**src/gpm_pkg.sv**
```systemverilog
// Package for the gigabit management register bank: map, fields, resets.
package gpm_pkg;
    // Register indices on the management port.
    localparam logic [4:0] GPM_IDX_GIG_CTRL = 5'h09;
    localparam logic [4:0] GPM_IDX_GIG_STAT = 5'h0A;
    localparam logic [4:0] GPM_IDX_EXT_CTRL = 5'h0D;
    localparam logic [4:0] GPM_IDX_EXT_WIN = 5'h0E;
    localparam logic [4:0] GPM_IDX_ABILITY = 5'h0F;
    localparam logic [4:0] GPM_IDX_FAST_STAT = 5'h10;
    localparam logic [4:0] GPM_IDX_IRQ_STAT = 5'h1C;
    localparam logic [4:0] GPM_IDX_IRQ_MASK = 5'h1D;
    localparam logic [4:0] GPM_IDX_PAGE = 5'h1F;
    // Highest page that holds the gigabit and window registers.
    localparam logic [1:0] GPM_PAGE_MAX = 2'h2;
    localparam logic [1:0] GPM_PAGE_ZERO = 2'h0;
    // Reset values and the idle count ceiling.
    localparam logic [2:0] GPM_TEST_RST = 3'h0;
    localparam logic GPM_ADV_FD_RST = 1'b1;
    localparam logic GPM_ADV_HD_RST = 1'b1;
    localparam logic [15:0] GPM_WIN_RST = 16'h0000;
    localparam logic [7:0] GPM_IDLE_MAX = 8'hFF;
    // Fixed ability status word: copper gigabit full and half only.
    localparam logic [15:0] GPM_ABILITY_VAL = 16'h3000;
    // Interrupt bit positions and width.
    localparam int GPM_IRQ_MS_FAULT = 0;
    localparam int GPM_IRQ_FAST_ERR = 1;
    localparam int GPM_IRQ_IDLE_ERR = 2;
    localparam int GPM_IRQ_W = 3;

    // Window access functions.
    typedef enum logic [1:0] {
        GPM_FN_ADDR,
        GPM_FN_DATA,
        GPM_FN_DATA_INC_RW,
        GPM_FN_DATA_INC_WR
    } gpm_fn_t;

    // Gigabit control register fields.
    typedef struct packed {
        logic [2:0] test_mode;
        logic manual_en;
        logic manual_master;
        logic multi_port;
        logic adv_full;
        logic adv_half;
    } gpm_gig_ctrl_t;

    // Live status from the physical layer.
    typedef struct packed {
        logic ms_fault;
        logic ms_master;
        logic local_rx_ok;
        logic remote_rx_ok;
        logic lp_full;
        logic lp_half;
        logic idle_err;
        logic descr_locked;
        logic link_up;
        logic lock_err;
        logic link_disc;
        logic rx_err;
        logic tx_err;
        logic ssd_err;
        logic esd_err;
    } gpm_phy_stat_t;

    // Register port request.
    typedef struct packed {
        logic [4:0] addr;
        logic [15:0] wdata;
        logic wr;
        logic rd;
    } gpm_req_t;
endpackage

```
**src/gpm_regs.sv**
```systemverilog
// Gigabit management register bank with indirect window and interrupts.
//
// Local design decision: strobed register access.
`timescale 1ns/1ns
// Notes on behaviour
// - Test mode field, codes 0-4, resets zero.
// - Manual role value used only when enabled.
// - Port type bit, read-write, resets zero.
// - Gigabit full/half advertise bits reset to one.
// - Role fault flag latches high.
// - Resolved role is read-only, one means master.
// - Local and remote receiver status read-only.
// - Partner gigabit full/half abilities read-only.
// - Idle error counter, clears on read.
// - Two-bit access function field, resets zero.
// - Window is address when function zero.
// - Ability status: X zeros, copper gigabit ones.
// - Live descrambler lock and link status.
// - Fast error flags clear after read.
// - Fast status only page zero; page select in every page; others pages 0-2.
// - Index ten is gigabit status, pages 0-2.
module gpm_regs (
    // Clock and reset.
    input wire logic clk_in,
    input wire logic rst_n_in,
    // Register port.
    input wire gpm_pkg::gpm_req_t req_in,
    output logic [15:0] rdata_out,
    // Status from the physical layer, on this clock.
    input wire gpm_pkg::gpm_phy_stat_t phy_in,
    // Control towards the physical layer.
    output gpm_pkg::gpm_gig_ctrl_t ctrl_out,
    output logic role_forced_out,
    output logic role_master_out,
    // Indirect window towards the extended devices.
    output logic [4:0] ext_dev_out,
    output logic [15:0] ext_addr_out,
    output logic [15:0] ext_wdata_out,
    output logic ext_wr_out,
    output logic ext_rd_out,
    input wire logic [15:0] ext_rdata_in,
    // Interrupt.
    output logic irq_out
);
    import gpm_pkg::*;

    // Overview of the bank, for whoever picks this block up next.
    // The bank sits between a management host and the physical layer.
    // The host sees sixteen-bit registers selected by a five-bit index.
    // A write is one strobe cycle and lands at the edge that samples it.
    // A read is one strobe cycle and its data stand in the next cycle only.
    // Between reads the read data are held at zero on purpose.
    // This keeps stale values off the bus and makes misses easy to spot.
    // Write and read strobes never come together from the host.
    // Nothing here ever stalls the host, so there is no ready signal.
    //
    // Paging.
    // A small page select register picks which register set is visible.
    // The page register itself answers in every page.
    // The gigabit and window registers answer in the low three pages.
    // The fast link status register answers only in page zero.
    // An index that is not decoded in the current page reads as zero.
    // Writes to such an index are dropped without any side effect.
    // Software that forgets the page therefore sees zeros, not old data.
    //
    // Gigabit control.
    // The upper byte holds test mode, the manual role pair, port type
    // and the two gigabit advertisement bits.
    // The lower byte is reserved; it reads zero and ignores writes.
    // The control fields go out as one packed word to the line logic.
    // The manual role value only reaches role_master_out while enabled; ctrl_out always carries it.
    // With the enable clear, the role output is forced low, so a stale
    // value bit can never leak into role resolution.
    // Reserved test mode codes are stored as written; the line logic
    // is expected to treat them as normal operation.
    //
    // Gigabit status.
    // The role fault bit is latched high and returns to the live state
    // once the status register has been read.
    // Resolved role, receiver states and partner abilities are live.
    // The idle error count saturates instead of wrapping, so a reader
    // never mistakes a storm of errors for a quiet line.
    // Reading the status clears the count; an error in the read cycle
    // starts the new count at one so that no event is lost.
    // The same rule holds for the latched fault: a fault in the read
    // cycle is kept for the next read.
    //
    // Indirect window.
    // The access control register holds a two-bit function and a
    // five-bit device select.
    // With function zero the window holds the extended address.
    // With any other function the window carries data to or from the
    // selected extended device, using the held address.
    // Data accesses raise a one-cycle strobe towards the device.
    // The device answers a read combinationally in the same cycle.
    // Only function two moves the address, and only after a read.
    // Writes never move the address, whatever the function says, so
    // software must rewrite the address for a run of writes.
    //
    // Fixed ability word.
    // Only copper gigabit full and half duplex are reported as able.
    // The fibre ability bits read as zero and nothing can change them.
    //
    // Fast link status.
    // Descrambler lock and link state are live bits.
    // Six error flags latch their events and clear once read.
    // A flag shows its event even in the cycle the event arrives, and an
    // event in the read cycle survives into the following read.
    //
    // Interrupts.
    // Three sticky status bits collect role fault, any fast link error
    // and idle errors; writing a one clears a bit.
    // An event in the same cycle as the clear wins, so it is not lost.
    // The mask has the same layout and resets to all masked.
    // The interrupt output is a level, high while any unmasked bit is
    // set, and it is built only from registers to stay glitch free.
    //
    // Timing.
    // All physical layer inputs are taken to be on this clock already.
    // Event inputs count once per cycle that they are high.
    // The reset is synchronous and active low; every register returns
    // to its documented value at the first edge with reset low.
    //
    // Storage.
    // All state is in flip-flops; one process per concern keeps each
    // piece of state easy to find and to reason about.

    gpm_gig_ctrl_t gig_ctrl;
    gpm_fn_t ext_fn;
    logic [4:0] ext_dev;
    logic [15:0] ext_addr;
    logic [15:0] ext_wdata;
    logic [1:0] page;
    logic ms_fault_lh;
    logic [7:0] idle_cnt;
    logic [5:0] fast_flags;
    logic [GPM_IRQ_W-1:0] irq_stat;
    logic [GPM_IRQ_W-1:0] irq_mask;
    logic [15:0] next_rdata;
    logic [5:0] fast_ev;
    logic wr_ok;
    logic rd_ok;
    logic is_data;

    // True when the index is decoded in the current page.
    function automatic logic hit(input logic [4:0] a, input logic [4:0] idx,
                                 input logic [1:0] pg);
        if (idx == GPM_IDX_FAST_STAT) begin
            hit = (a == idx) && (pg == GPM_PAGE_ZERO);
        end else if (idx == GPM_IDX_PAGE) begin
            hit = (a == idx);
        end else begin
            hit = (a == idx) && (pg <= GPM_PAGE_MAX);
        end
    endfunction

    assign wr_ok = req_in.wr;
    assign rd_ok = req_in.rd;
    assign fast_ev = {phy_in.lock_err, phy_in.link_disc, phy_in.rx_err,
                      phy_in.tx_err, phy_in.ssd_err, phy_in.esd_err};
    assign is_data = (ext_fn != GPM_FN_ADDR);

    // Page select register.
    always_ff @(posedge clk_in) begin
        if (!rst_n_in) begin
            page <= GPM_PAGE_ZERO;
        end else if (wr_ok && hit(req_in.addr, GPM_IDX_PAGE, page)) begin
            page <= req_in.wdata[1:0];
        end
    end

    // Gigabit control register.
    always_ff @(posedge clk_in) begin
        if (!rst_n_in) begin
            gig_ctrl.test_mode <= GPM_TEST_RST;
            gig_ctrl.manual_en <= 1'b0;
            gig_ctrl.manual_master <= 1'b0;
            gig_ctrl.multi_port <= 1'b0;
            gig_ctrl.adv_full <= GPM_ADV_FD_RST;
            gig_ctrl.adv_half <= GPM_ADV_HD_RST;
        end else if (wr_ok && hit(req_in.addr, GPM_IDX_GIG_CTRL, page)) begin
            gig_ctrl <= req_in.wdata[15:8];
        end
    end

    // Control outputs; the manual value only counts while enabled.
    always_comb begin
        ctrl_out = gig_ctrl;
        role_forced_out = gig_ctrl.manual_en;
        role_master_out = gig_ctrl.manual_en & gig_ctrl.manual_master;
    end

    // Access control register and the window.
    always_ff @(posedge clk_in) begin
        if (!rst_n_in) begin
            ext_fn <= GPM_FN_ADDR;
            ext_dev <= 5'h00;
        end else if (wr_ok && hit(req_in.addr, GPM_IDX_EXT_CTRL, page)) begin
            ext_fn <= gpm_fn_t'(req_in.wdata[15:14]);
            ext_dev <= req_in.wdata[4:0];
        end
    end

    // Window address; increments after data reads in function two only.
    always_ff @(posedge clk_in) begin
        if (!rst_n_in) begin
            ext_addr <= GPM_WIN_RST;
        end else if (hit(req_in.addr, GPM_IDX_EXT_WIN, page)) begin
            if (wr_ok && !is_data) begin
                ext_addr <= req_in.wdata;
            end else if (rd_ok && ext_fn == GPM_FN_DATA_INC_RW) begin
                ext_addr <= ext_addr + 16'h0001;
            end
        end
    end

    // Write data latch; writes never move the address.
    always_ff @(posedge clk_in) begin
        if (!rst_n_in) begin
            ext_wdata <= GPM_WIN_RST;
        end else if (wr_ok && is_data &&
                     hit(req_in.addr, GPM_IDX_EXT_WIN, page)) begin
            ext_wdata <= req_in.wdata;
        end
    end

    // Strobes towards the extended devices.
    always_comb begin
        ext_dev_out = ext_dev;
        ext_addr_out = ext_addr;
        ext_wdata_out = req_in.wdata;
        ext_wr_out = wr_ok && is_data &&
                     hit(req_in.addr, GPM_IDX_EXT_WIN, page);
        ext_rd_out = rd_ok && is_data &&
                     hit(req_in.addr, GPM_IDX_EXT_WIN, page);
    end

    // Role fault flag holds until status is read; the event wins.
    always_ff @(posedge clk_in) begin
        if (!rst_n_in) begin
            ms_fault_lh <= 1'b0;
        end else if (phy_in.ms_fault) begin
            ms_fault_lh <= 1'b1;
        end else if (rd_ok && hit(req_in.addr, GPM_IDX_GIG_STAT, page)) begin
            ms_fault_lh <= 1'b0;
        end
    end

    // Idle error counter saturates, clears on read, keeps a new error.
    always_ff @(posedge clk_in) begin
        if (!rst_n_in) begin
            idle_cnt <= 8'h00;
        end else if (rd_ok && hit(req_in.addr, GPM_IDX_GIG_STAT, page)) begin
            idle_cnt <= {7'h00, phy_in.idle_err};
        end else if (phy_in.idle_err && idle_cnt != GPM_IDLE_MAX) begin
            idle_cnt <= idle_cnt + 8'h01;
        end
    end

    // Fast error flags set by events and cleared by a read.
    always_ff @(posedge clk_in) begin
        if (!rst_n_in) begin
            fast_flags <= 6'h00;
        end else if (rd_ok && hit(req_in.addr, GPM_IDX_FAST_STAT, page)) begin
            fast_flags <= fast_ev;
        end else begin
            fast_flags <= fast_flags | fast_ev;
        end
    end

    // Interrupt status: write one to clear, a new event wins.
    always_ff @(posedge clk_in) begin
        if (!rst_n_in) begin
            irq_stat <= '0;
        end else begin
            for (int i = 0; i < GPM_IRQ_W; i++) begin
                if ((i == GPM_IRQ_MS_FAULT && phy_in.ms_fault) ||
                    (i == GPM_IRQ_FAST_ERR && |fast_ev) ||
                    (i == GPM_IRQ_IDLE_ERR && phy_in.idle_err)) begin
                    irq_stat[i] <= 1'b1;
                end else if (wr_ok && req_in.wdata[i] &&
                             hit(req_in.addr, GPM_IDX_IRQ_STAT, page)) begin
                    irq_stat[i] <= 1'b0;
                end
            end
        end
    end

    // Interrupt mask.
    always_ff @(posedge clk_in) begin
        if (!rst_n_in) begin
            irq_mask <= '0;
        end else if (wr_ok && hit(req_in.addr, GPM_IDX_IRQ_MASK, page)) begin
            irq_mask <= req_in.wdata[GPM_IRQ_W-1:0];
        end
    end

    assign irq_out = |(irq_stat & irq_mask);

    // Read multiplexer; reserved bits read zero.
    always_comb begin
        next_rdata = 16'h0000;
        if (hit(req_in.addr, GPM_IDX_GIG_CTRL, page)) begin
            next_rdata = {gig_ctrl, 8'h00};
        end else if (hit(req_in.addr, GPM_IDX_GIG_STAT, page)) begin
            next_rdata = {ms_fault_lh | phy_in.ms_fault,
                          phy_in.ms_master,
                          phy_in.local_rx_ok, phy_in.remote_rx_ok,
                          phy_in.lp_full, phy_in.lp_half,
                          2'h0, idle_cnt};
        end else if (hit(req_in.addr, GPM_IDX_EXT_CTRL, page)) begin
            next_rdata = {ext_fn, 9'h000, ext_dev};
        end else if (hit(req_in.addr, GPM_IDX_EXT_WIN, page)) begin
            next_rdata = is_data ? ext_rdata_in : ext_addr;
        end else if (hit(req_in.addr, GPM_IDX_ABILITY, page)) begin
            next_rdata = GPM_ABILITY_VAL;
        end else if (hit(req_in.addr, GPM_IDX_FAST_STAT, page)) begin
            next_rdata = {phy_in.descr_locked,
                          fast_flags[5] | fast_ev[5],
                          fast_flags[4] | fast_ev[4],
                          phy_in.link_up,
                          fast_flags[3:0] | fast_ev[3:0], 8'h00};
        end else if (hit(req_in.addr, GPM_IDX_IRQ_STAT, page)) begin
            next_rdata = {13'h0000, irq_stat};
        end else if (hit(req_in.addr, GPM_IDX_IRQ_MASK, page)) begin
            next_rdata = {13'h0000, irq_mask};
        end else if (hit(req_in.addr, GPM_IDX_PAGE, page)) begin
            next_rdata = {14'h0000, page};
        end
    end

    // Read data stands one cycle after the strobe, zero otherwise.
    always_ff @(posedge clk_in) begin
        if (!rst_n_in) begin
            rdata_out <= 16'h0000;
        end else if (rd_ok) begin
            rdata_out <= next_rdata;
        end else begin
            rdata_out <= 16'h0000;
        end
    end
endmodule

```
**config.mk**
```make
export PLATFORM = sky130hd
export DESIGN_NAME = gpm_regs
export DESIGN_NICKNAME = d
export VERILOG_FILES = /design/src/gpm_pkg.sv /design/src/gpm_regs.sv
export SDC_FILE = /design/constraint.sdc
export NUM_CORES = 1
export LEC_CHECK = 0
export ABC_AREA = 1
export BUFFER_PORTS_ARGS = -buffer_cell sky130_fd_sc_hd__buf_2
export CAP_MARGIN = 20
export CELL_PAD_IN_SITES_DETAIL_PLACEMENT = 1
export CELL_PAD_IN_SITES_GLOBAL_PLACEMENT = 1
export CORE_MARGIN = 1
export CORE_UTILIZATION = 38
export DETAILED_ROUTE_END_ITERATION = 8
export HOLD_SLACK_MARGIN = 0.03
export PLACE_DENSITY_LB_ADDON = 0.1
export SYNTH_ARGS = -nofsm -noshare
export SYNTH_HDL_FRONTEND = slang
export SYNTH_SLANG_ARGS = --single-unit
```
**constraint.sdc**
```tcl
create_clock -name clk_in -period 2.5 [get_ports clk_in]
set_input_delay 0.5 -clock clk_in [delete_from_list [all_inputs] [get_ports clk_in]]
set_output_delay 0.5 -clock clk_in [all_outputs]
set_load 0.05 [all_outputs]
```
Word-level counts from Yosys, hierarchy flattened --
Index checks and enable logic that the tools add are counted.
Word-level totals: bits in registers 70, bits of input ports 56, output and inout port bits 66
Operators by class: $add $sub $neg 2, magnitude comparators 1, equality and inequality tests 11, mux-type cells 74, bitwise logic cells 9, reductions and logical operators 43
Operator list (number):
- $mux W16 | 9
- $mux W1 | 61
- $logic_and A1 B1 Y1 | 28
- $eq A5 B4 Y1 const B | 5
- $eq A5 B5 Y1 const B | 4
- $add A16 B1 Y16 const B | 1
- $reduce_bool A2 Y1 | 7
- $add A8 B1 Y8 const B | 1
- $ne A8 B8 Y1 const B | 1
- $mux W3 | 2
- $mux W6 | 1
- $or A6 B6 Y6 | 1
- $reduce_or A3 Y1 | 2
- $reduce_or A6 Y1 | 1
- $or A4 B4 Y4 | 1
- $reduce_and A2 Y1 | 2
- $and A3 B3 Y3 | 1
- $or A1 B1 Y1 | 3
- $eq A2 B2 Y1 const B | 1
- $le A2 B2 Y1 const B | 1
- $logic_not A2 Y1 | 1
- $mux W2 | 1
- $not A1 Y1 | 2
- $reduce_or A2 Y1 | 1
- other kinds (2) | 2

Depth between registers and ports, before layout --
word-level depth 47, gate-level depth with buffers 9

Worst setup path before layout --
Ideal clock, no wire load.
path type input-to-output, from input req_in[22] (netlist name), to output ext_wr_out, data arrival time 1935 ps, required time 2000 ps, setup slack 65 ps, stages on the path 5, path through inv_1 > nand2_4 > inv_1 > nand3_1 > nor3_1
Between the ends: longest elaborated chain between the ends 3
RTL lines:
- from (decl) | RTL line gpm_regs.sv:27 | input wire gpm_pkg::gpm_req_t req_in,
- $eq A5 B4 Y1 | RTL line gpm_regs.sv:153 | hit = (a == idx) && (pg <= GPM_PAGE_MAX);
- $logic_and A1 B1 Y1 | RTL line gpm_regs.sv:153
- $logic_and A1 B1 Y1 | RTL line gpm_regs.sv:232 | ext_wr_out = wr_ok && is_data &&
- to (decl) | RTL line gpm_regs.sv:39 | output logic ext_wr_out,
No other way between the ends.

Worst setup path after layout --
from register page[0], to output ext_wr_out
Between the ends: longest elaborated chain between the ends 3
RTL lines:
- from (decl) | RTL line gpm_regs.sv:133 | logic [1:0] page;
- from (signal assigned) | RTL line gpm_regs.sv:168 | page <= req_in.wdata[1:0];
- $le A2 B2 Y1
- $logic_and A1 B1 Y1 | RTL line gpm_regs.sv:153
- $logic_and A1 B1 Y1 | RTL line gpm_regs.sv:232
No other way between the ends.

==> metrics.txt <==
H-tree depth=3; Die Width=103.4 um; initial core utilization=0.3964; total CTS buffers=9; Avg Inst Size Synth=6.420 um^2; Cell Pwr Density=546.8 nW/um^2; M3 GR Usage=0.05040; first-pass iteration count of the detailed router=4; Leak Pwr=about 2.2 nW; Yosys Warn Count=0; GPL Wtd Cong=0.8664; setup slack, reg-to-reg=approximately 0.70 ns; Final ANT Viol Nets=0; global route total overflow=0; DR iter-0 viols=121; filler cell count=between 1000 and 1500; Post-Syn Area=3910 um^2; Final nets=slightly below 800; largest net degree at the start of global routing=33; Post-synth EDFFs=0; RSZ-0062 raised after global routing=false; die height=103.4 um; adder-cell share of the synthesized area=0.006400; maximum clock rate=around 420 MHz; Area growth, synth to finish=22.24%; first-pass GRT wire length=22020 um; Worst Hold Depth=3; end of the worst register-to-register path=ext_addr_out[10]; sequential share of power=0.441; cell count after synthesis=609; clock tree buffer depth=2; I/O pin cnt=roughly 120; Main synth FF type=dfxtp_1; port bufs=121; GRT Overall Usage=0.2778; worst IR drop on VDD=218.5 uV; # resized after CTS=0; dpl hpwl=between 10000 and 15000 um; vias per inst=roughly 5.2; compound-cell area share of the yosys netlist=0.1696; worst endpoint required time=roughly 2.0 ns; # diodes=0; crit path launch type=register; part of the cycle the worst path needs=0.9427; slew margin rel.=0.4999; # rows=36; unique cell type count in the Yosys netlist=31; Setup Viol. Count Final=0; met1 Resource Use GR=0.3402; vias in the first global route=4416; Post-CTS Hold Fix Bufs=0; cell-internal power=around 1.9 mW; antenna violations before repair=0; Vias=4477; GR met2 Demand/Resource=0.4809; Wirelength per Cell=about 17 um; sequential-to-total area share from yosys stat=0.3584; status=complete, no violations; Synth Area in Simple Gates=0.3408; Core ar.=between 9000 and 10000 um^2; dpl cells=between 800 and 900; sw power=0.7162 mW; share of cells above drive strength 1=0.2219; area of the multi-input gates=2073 um^2; min-delay worst type=in2reg; Yosys reg bits=70; CTS tree=yes; XOR/XNOR Fraction of Synth Area=0.01344; Die ar.=10700 um^2; syn nets=667; Slew Viols, Final=0; worst hold path endpoint=ctrl_out[1]; Setup TNS=0 ns; main combinational cell family by area after synthesis=simple AND/OR/NAND/NOR gates; mux contribution to synthesized area=0; final hold viol count=0; critical path type=reg2out; FFs w/ async S/R, synth=0; Clock Pin Slew Worst Setup and Hold Paths=0.08 ns; crit-path max FO=6; worst skew pair latency=0.36 ns; sequential cell area=1401 um^2; sw frac=0.2741; clock skew=0.01044 ns; worst hold start=req_in[11]; crit end category=output pin; Post-CTS Setup Inserts=0; worst r2r src=ext_addr_out[0]; utilization after layout=0.4845; crit path from=page[0]; FF-to-FF path depth=8; DRC violations left=0; busiest grt layer=met2; WP data arrival=around 1.9 ns; fin cells=854; number of max-cap violations=0; worst slew pin tran=0.7493 ns; CTS Root Cell=clkbuf_8; Logic pwr share=0.125; minimum clock period=2.357 ns; Clock Sinks=70; Clock power frac=0.434; Detailed Route WL=~14000 um
## area by class of cell
type | count | share of cell area
clock buffers | 11 | 0.02749
clock inverters | 5 | 0.02225
inverters | 60 | 0.04764
multi-input cells | 445 | 0.4338
flip-flops and latches | 70 | 0.2932
well taps | 133 | 0.03482
repair buffers | 130 | 0.1408
## synthesized netlist by cell type (4+ instances only)
cell type	number	area share
nor3_1	8	0.010
dfxtp_1	70	0.36
xor2_1	4	0.0090
nand3_1	41	0.052
o21ai_0	49	0.063
inv_1	57	0.055
nor2_1	81	0.078
buf_2	4	0.0051
buf_4	18	0.035
nand2_1	165	0.16
o211ai_1	9	0.017
clkbuf_1	9	0.0086
nand4_1	6	0.0096
a21oi_1	53	0.068
## sequential cells by signal, summed over array words and instances (netlist names), 3 cells and up
| name | flops |
|---|---|
| ext_addr_out | 16 |
| rdata_out | 16 |
| idle_cnt | 8 |
| ctrl_out | 7 |
| fast_flags | 6 |
| ext_dev_out | 5 |
| irq_mask | 3 |
| irq_stat | 3 |
## layer usage
metal	wire length (um)	vias to the layer above
met5	0	-
met1	6267	2141
met4	347	0
li1	-	2169
met2	6822	139
met3	682	28
## cells by family (layout without fill, tap and decap cells)
family | count (synthesis) | in the layout
AND/OR/NAND/NOR | 314 | 314
AO/OA/AOI/OAI | 123 | 123
buffers and inverters | 94 | 206
flip-flops | 70 | 70
XOR/XNOR | 6 | 6
adder cells (fa/ha/maj) | 2 | 2
## worst max-delay path, stage by stage (launching register included)
cell and delay (ns):
dfxtp_1 0.34, nand2_1 0.14, nand2_4 0.11, inv_1 0.07, nand3_1 0.20, nor3_1 0.31, buf_2 0.33
## how the worst max path moves through the flow
stage               slack (ns)    endpoint
finish                    0.14  ext_wr_out
global route              0.08  ext_wr_out
CTS                       0.17  ext_wr_out
detailed placement        0.27  ext_wr_out
global placement          0.31  ext_wr_out
floorplan                 0.07  ext_wr_out
## layout by cell type, fill, tap and decap left out
| cell type | synthesis | layout |
|---|---|---|
| inv_6 | 0 | 1 |
| bufinv_16 | 0 | 3 |
| nand4_1 | 6 | 6 |
| nor3_4 | 3 | 3 |
| nor4_1 | 1 | 1 |
| or2_2 | 3 | 3 |
| clkbuf_1 | 9 | 2 |
| inv_2 | 1 | 1 |
| clkinv_2 | 2 | 2 |
| a21oi_1 | 53 | 53 |
| clkbuf_8 | 0 | 9 |
| nor3_1 | 8 | 8 |
| o211a_1 | 1 | 1 |
| a211oi_2 | 1 | 1 |
| nand3_1 | 41 | 41 |
| o211ai_1 | 9 | 9 |
| nor2_1 | 81 | 81 |
| dfxtp_1 | 70 | 70 |
| xnor2_1 | 2 | 2 |
| buf_2 | 4 | 121 |
| nand2_1 | 165 | 165 |
| a211oi_1 | 3 | 3 |
| xor2_1 | 4 | 4 |
| o21ai_0 | 49 | 49 |
| clkinvlp_4 | 0 | 1 |
| nand2_4 | 3 | 3 |
| ha_1 | 2 | 2 |
| inv_1 | 57 | 57 |
| o22ai_1 | 1 | 1 |
| o21ai_1 | 3 | 3 |
| nand2_2 | 3 | 3 |
| a31oi_1 | 3 | 3 |
| buf_4 | 18 | 9 |
## power by group through the flow
stage          logic [mW]  registers (mW)  clock network [mW]
2_1_floorplan       0.191            1.20                   0
3_3_place_gp        0.319            1.18                   0
3_5_place_dp        0.327            1.18                   0
4_1_cts             0.328            1.15                1.15
5_1_grt             0.357            1.15                1.20
6_report            0.328            1.15                1.13
## stage by stage
stage | hold WS (ns) | area [um^2] | power, mW | setup WS, ns
floorplan | 0.4445 | 3910 | 1.387 | 0.06510
global placement | 0.4644 | 4542 | 1.495 | 0.3128
detailed placement | 0.4717 | 4542 | 1.504 | 0.2700
CTS | 0.3743 | 4780 | 2.630 | 0.1700
global route | 0.4029 | 4780 | 2.713 | 0.08439
finish | 0.3846 | 4780 | 2.613 | 0.1432
(Power assumes the default switching activity.)
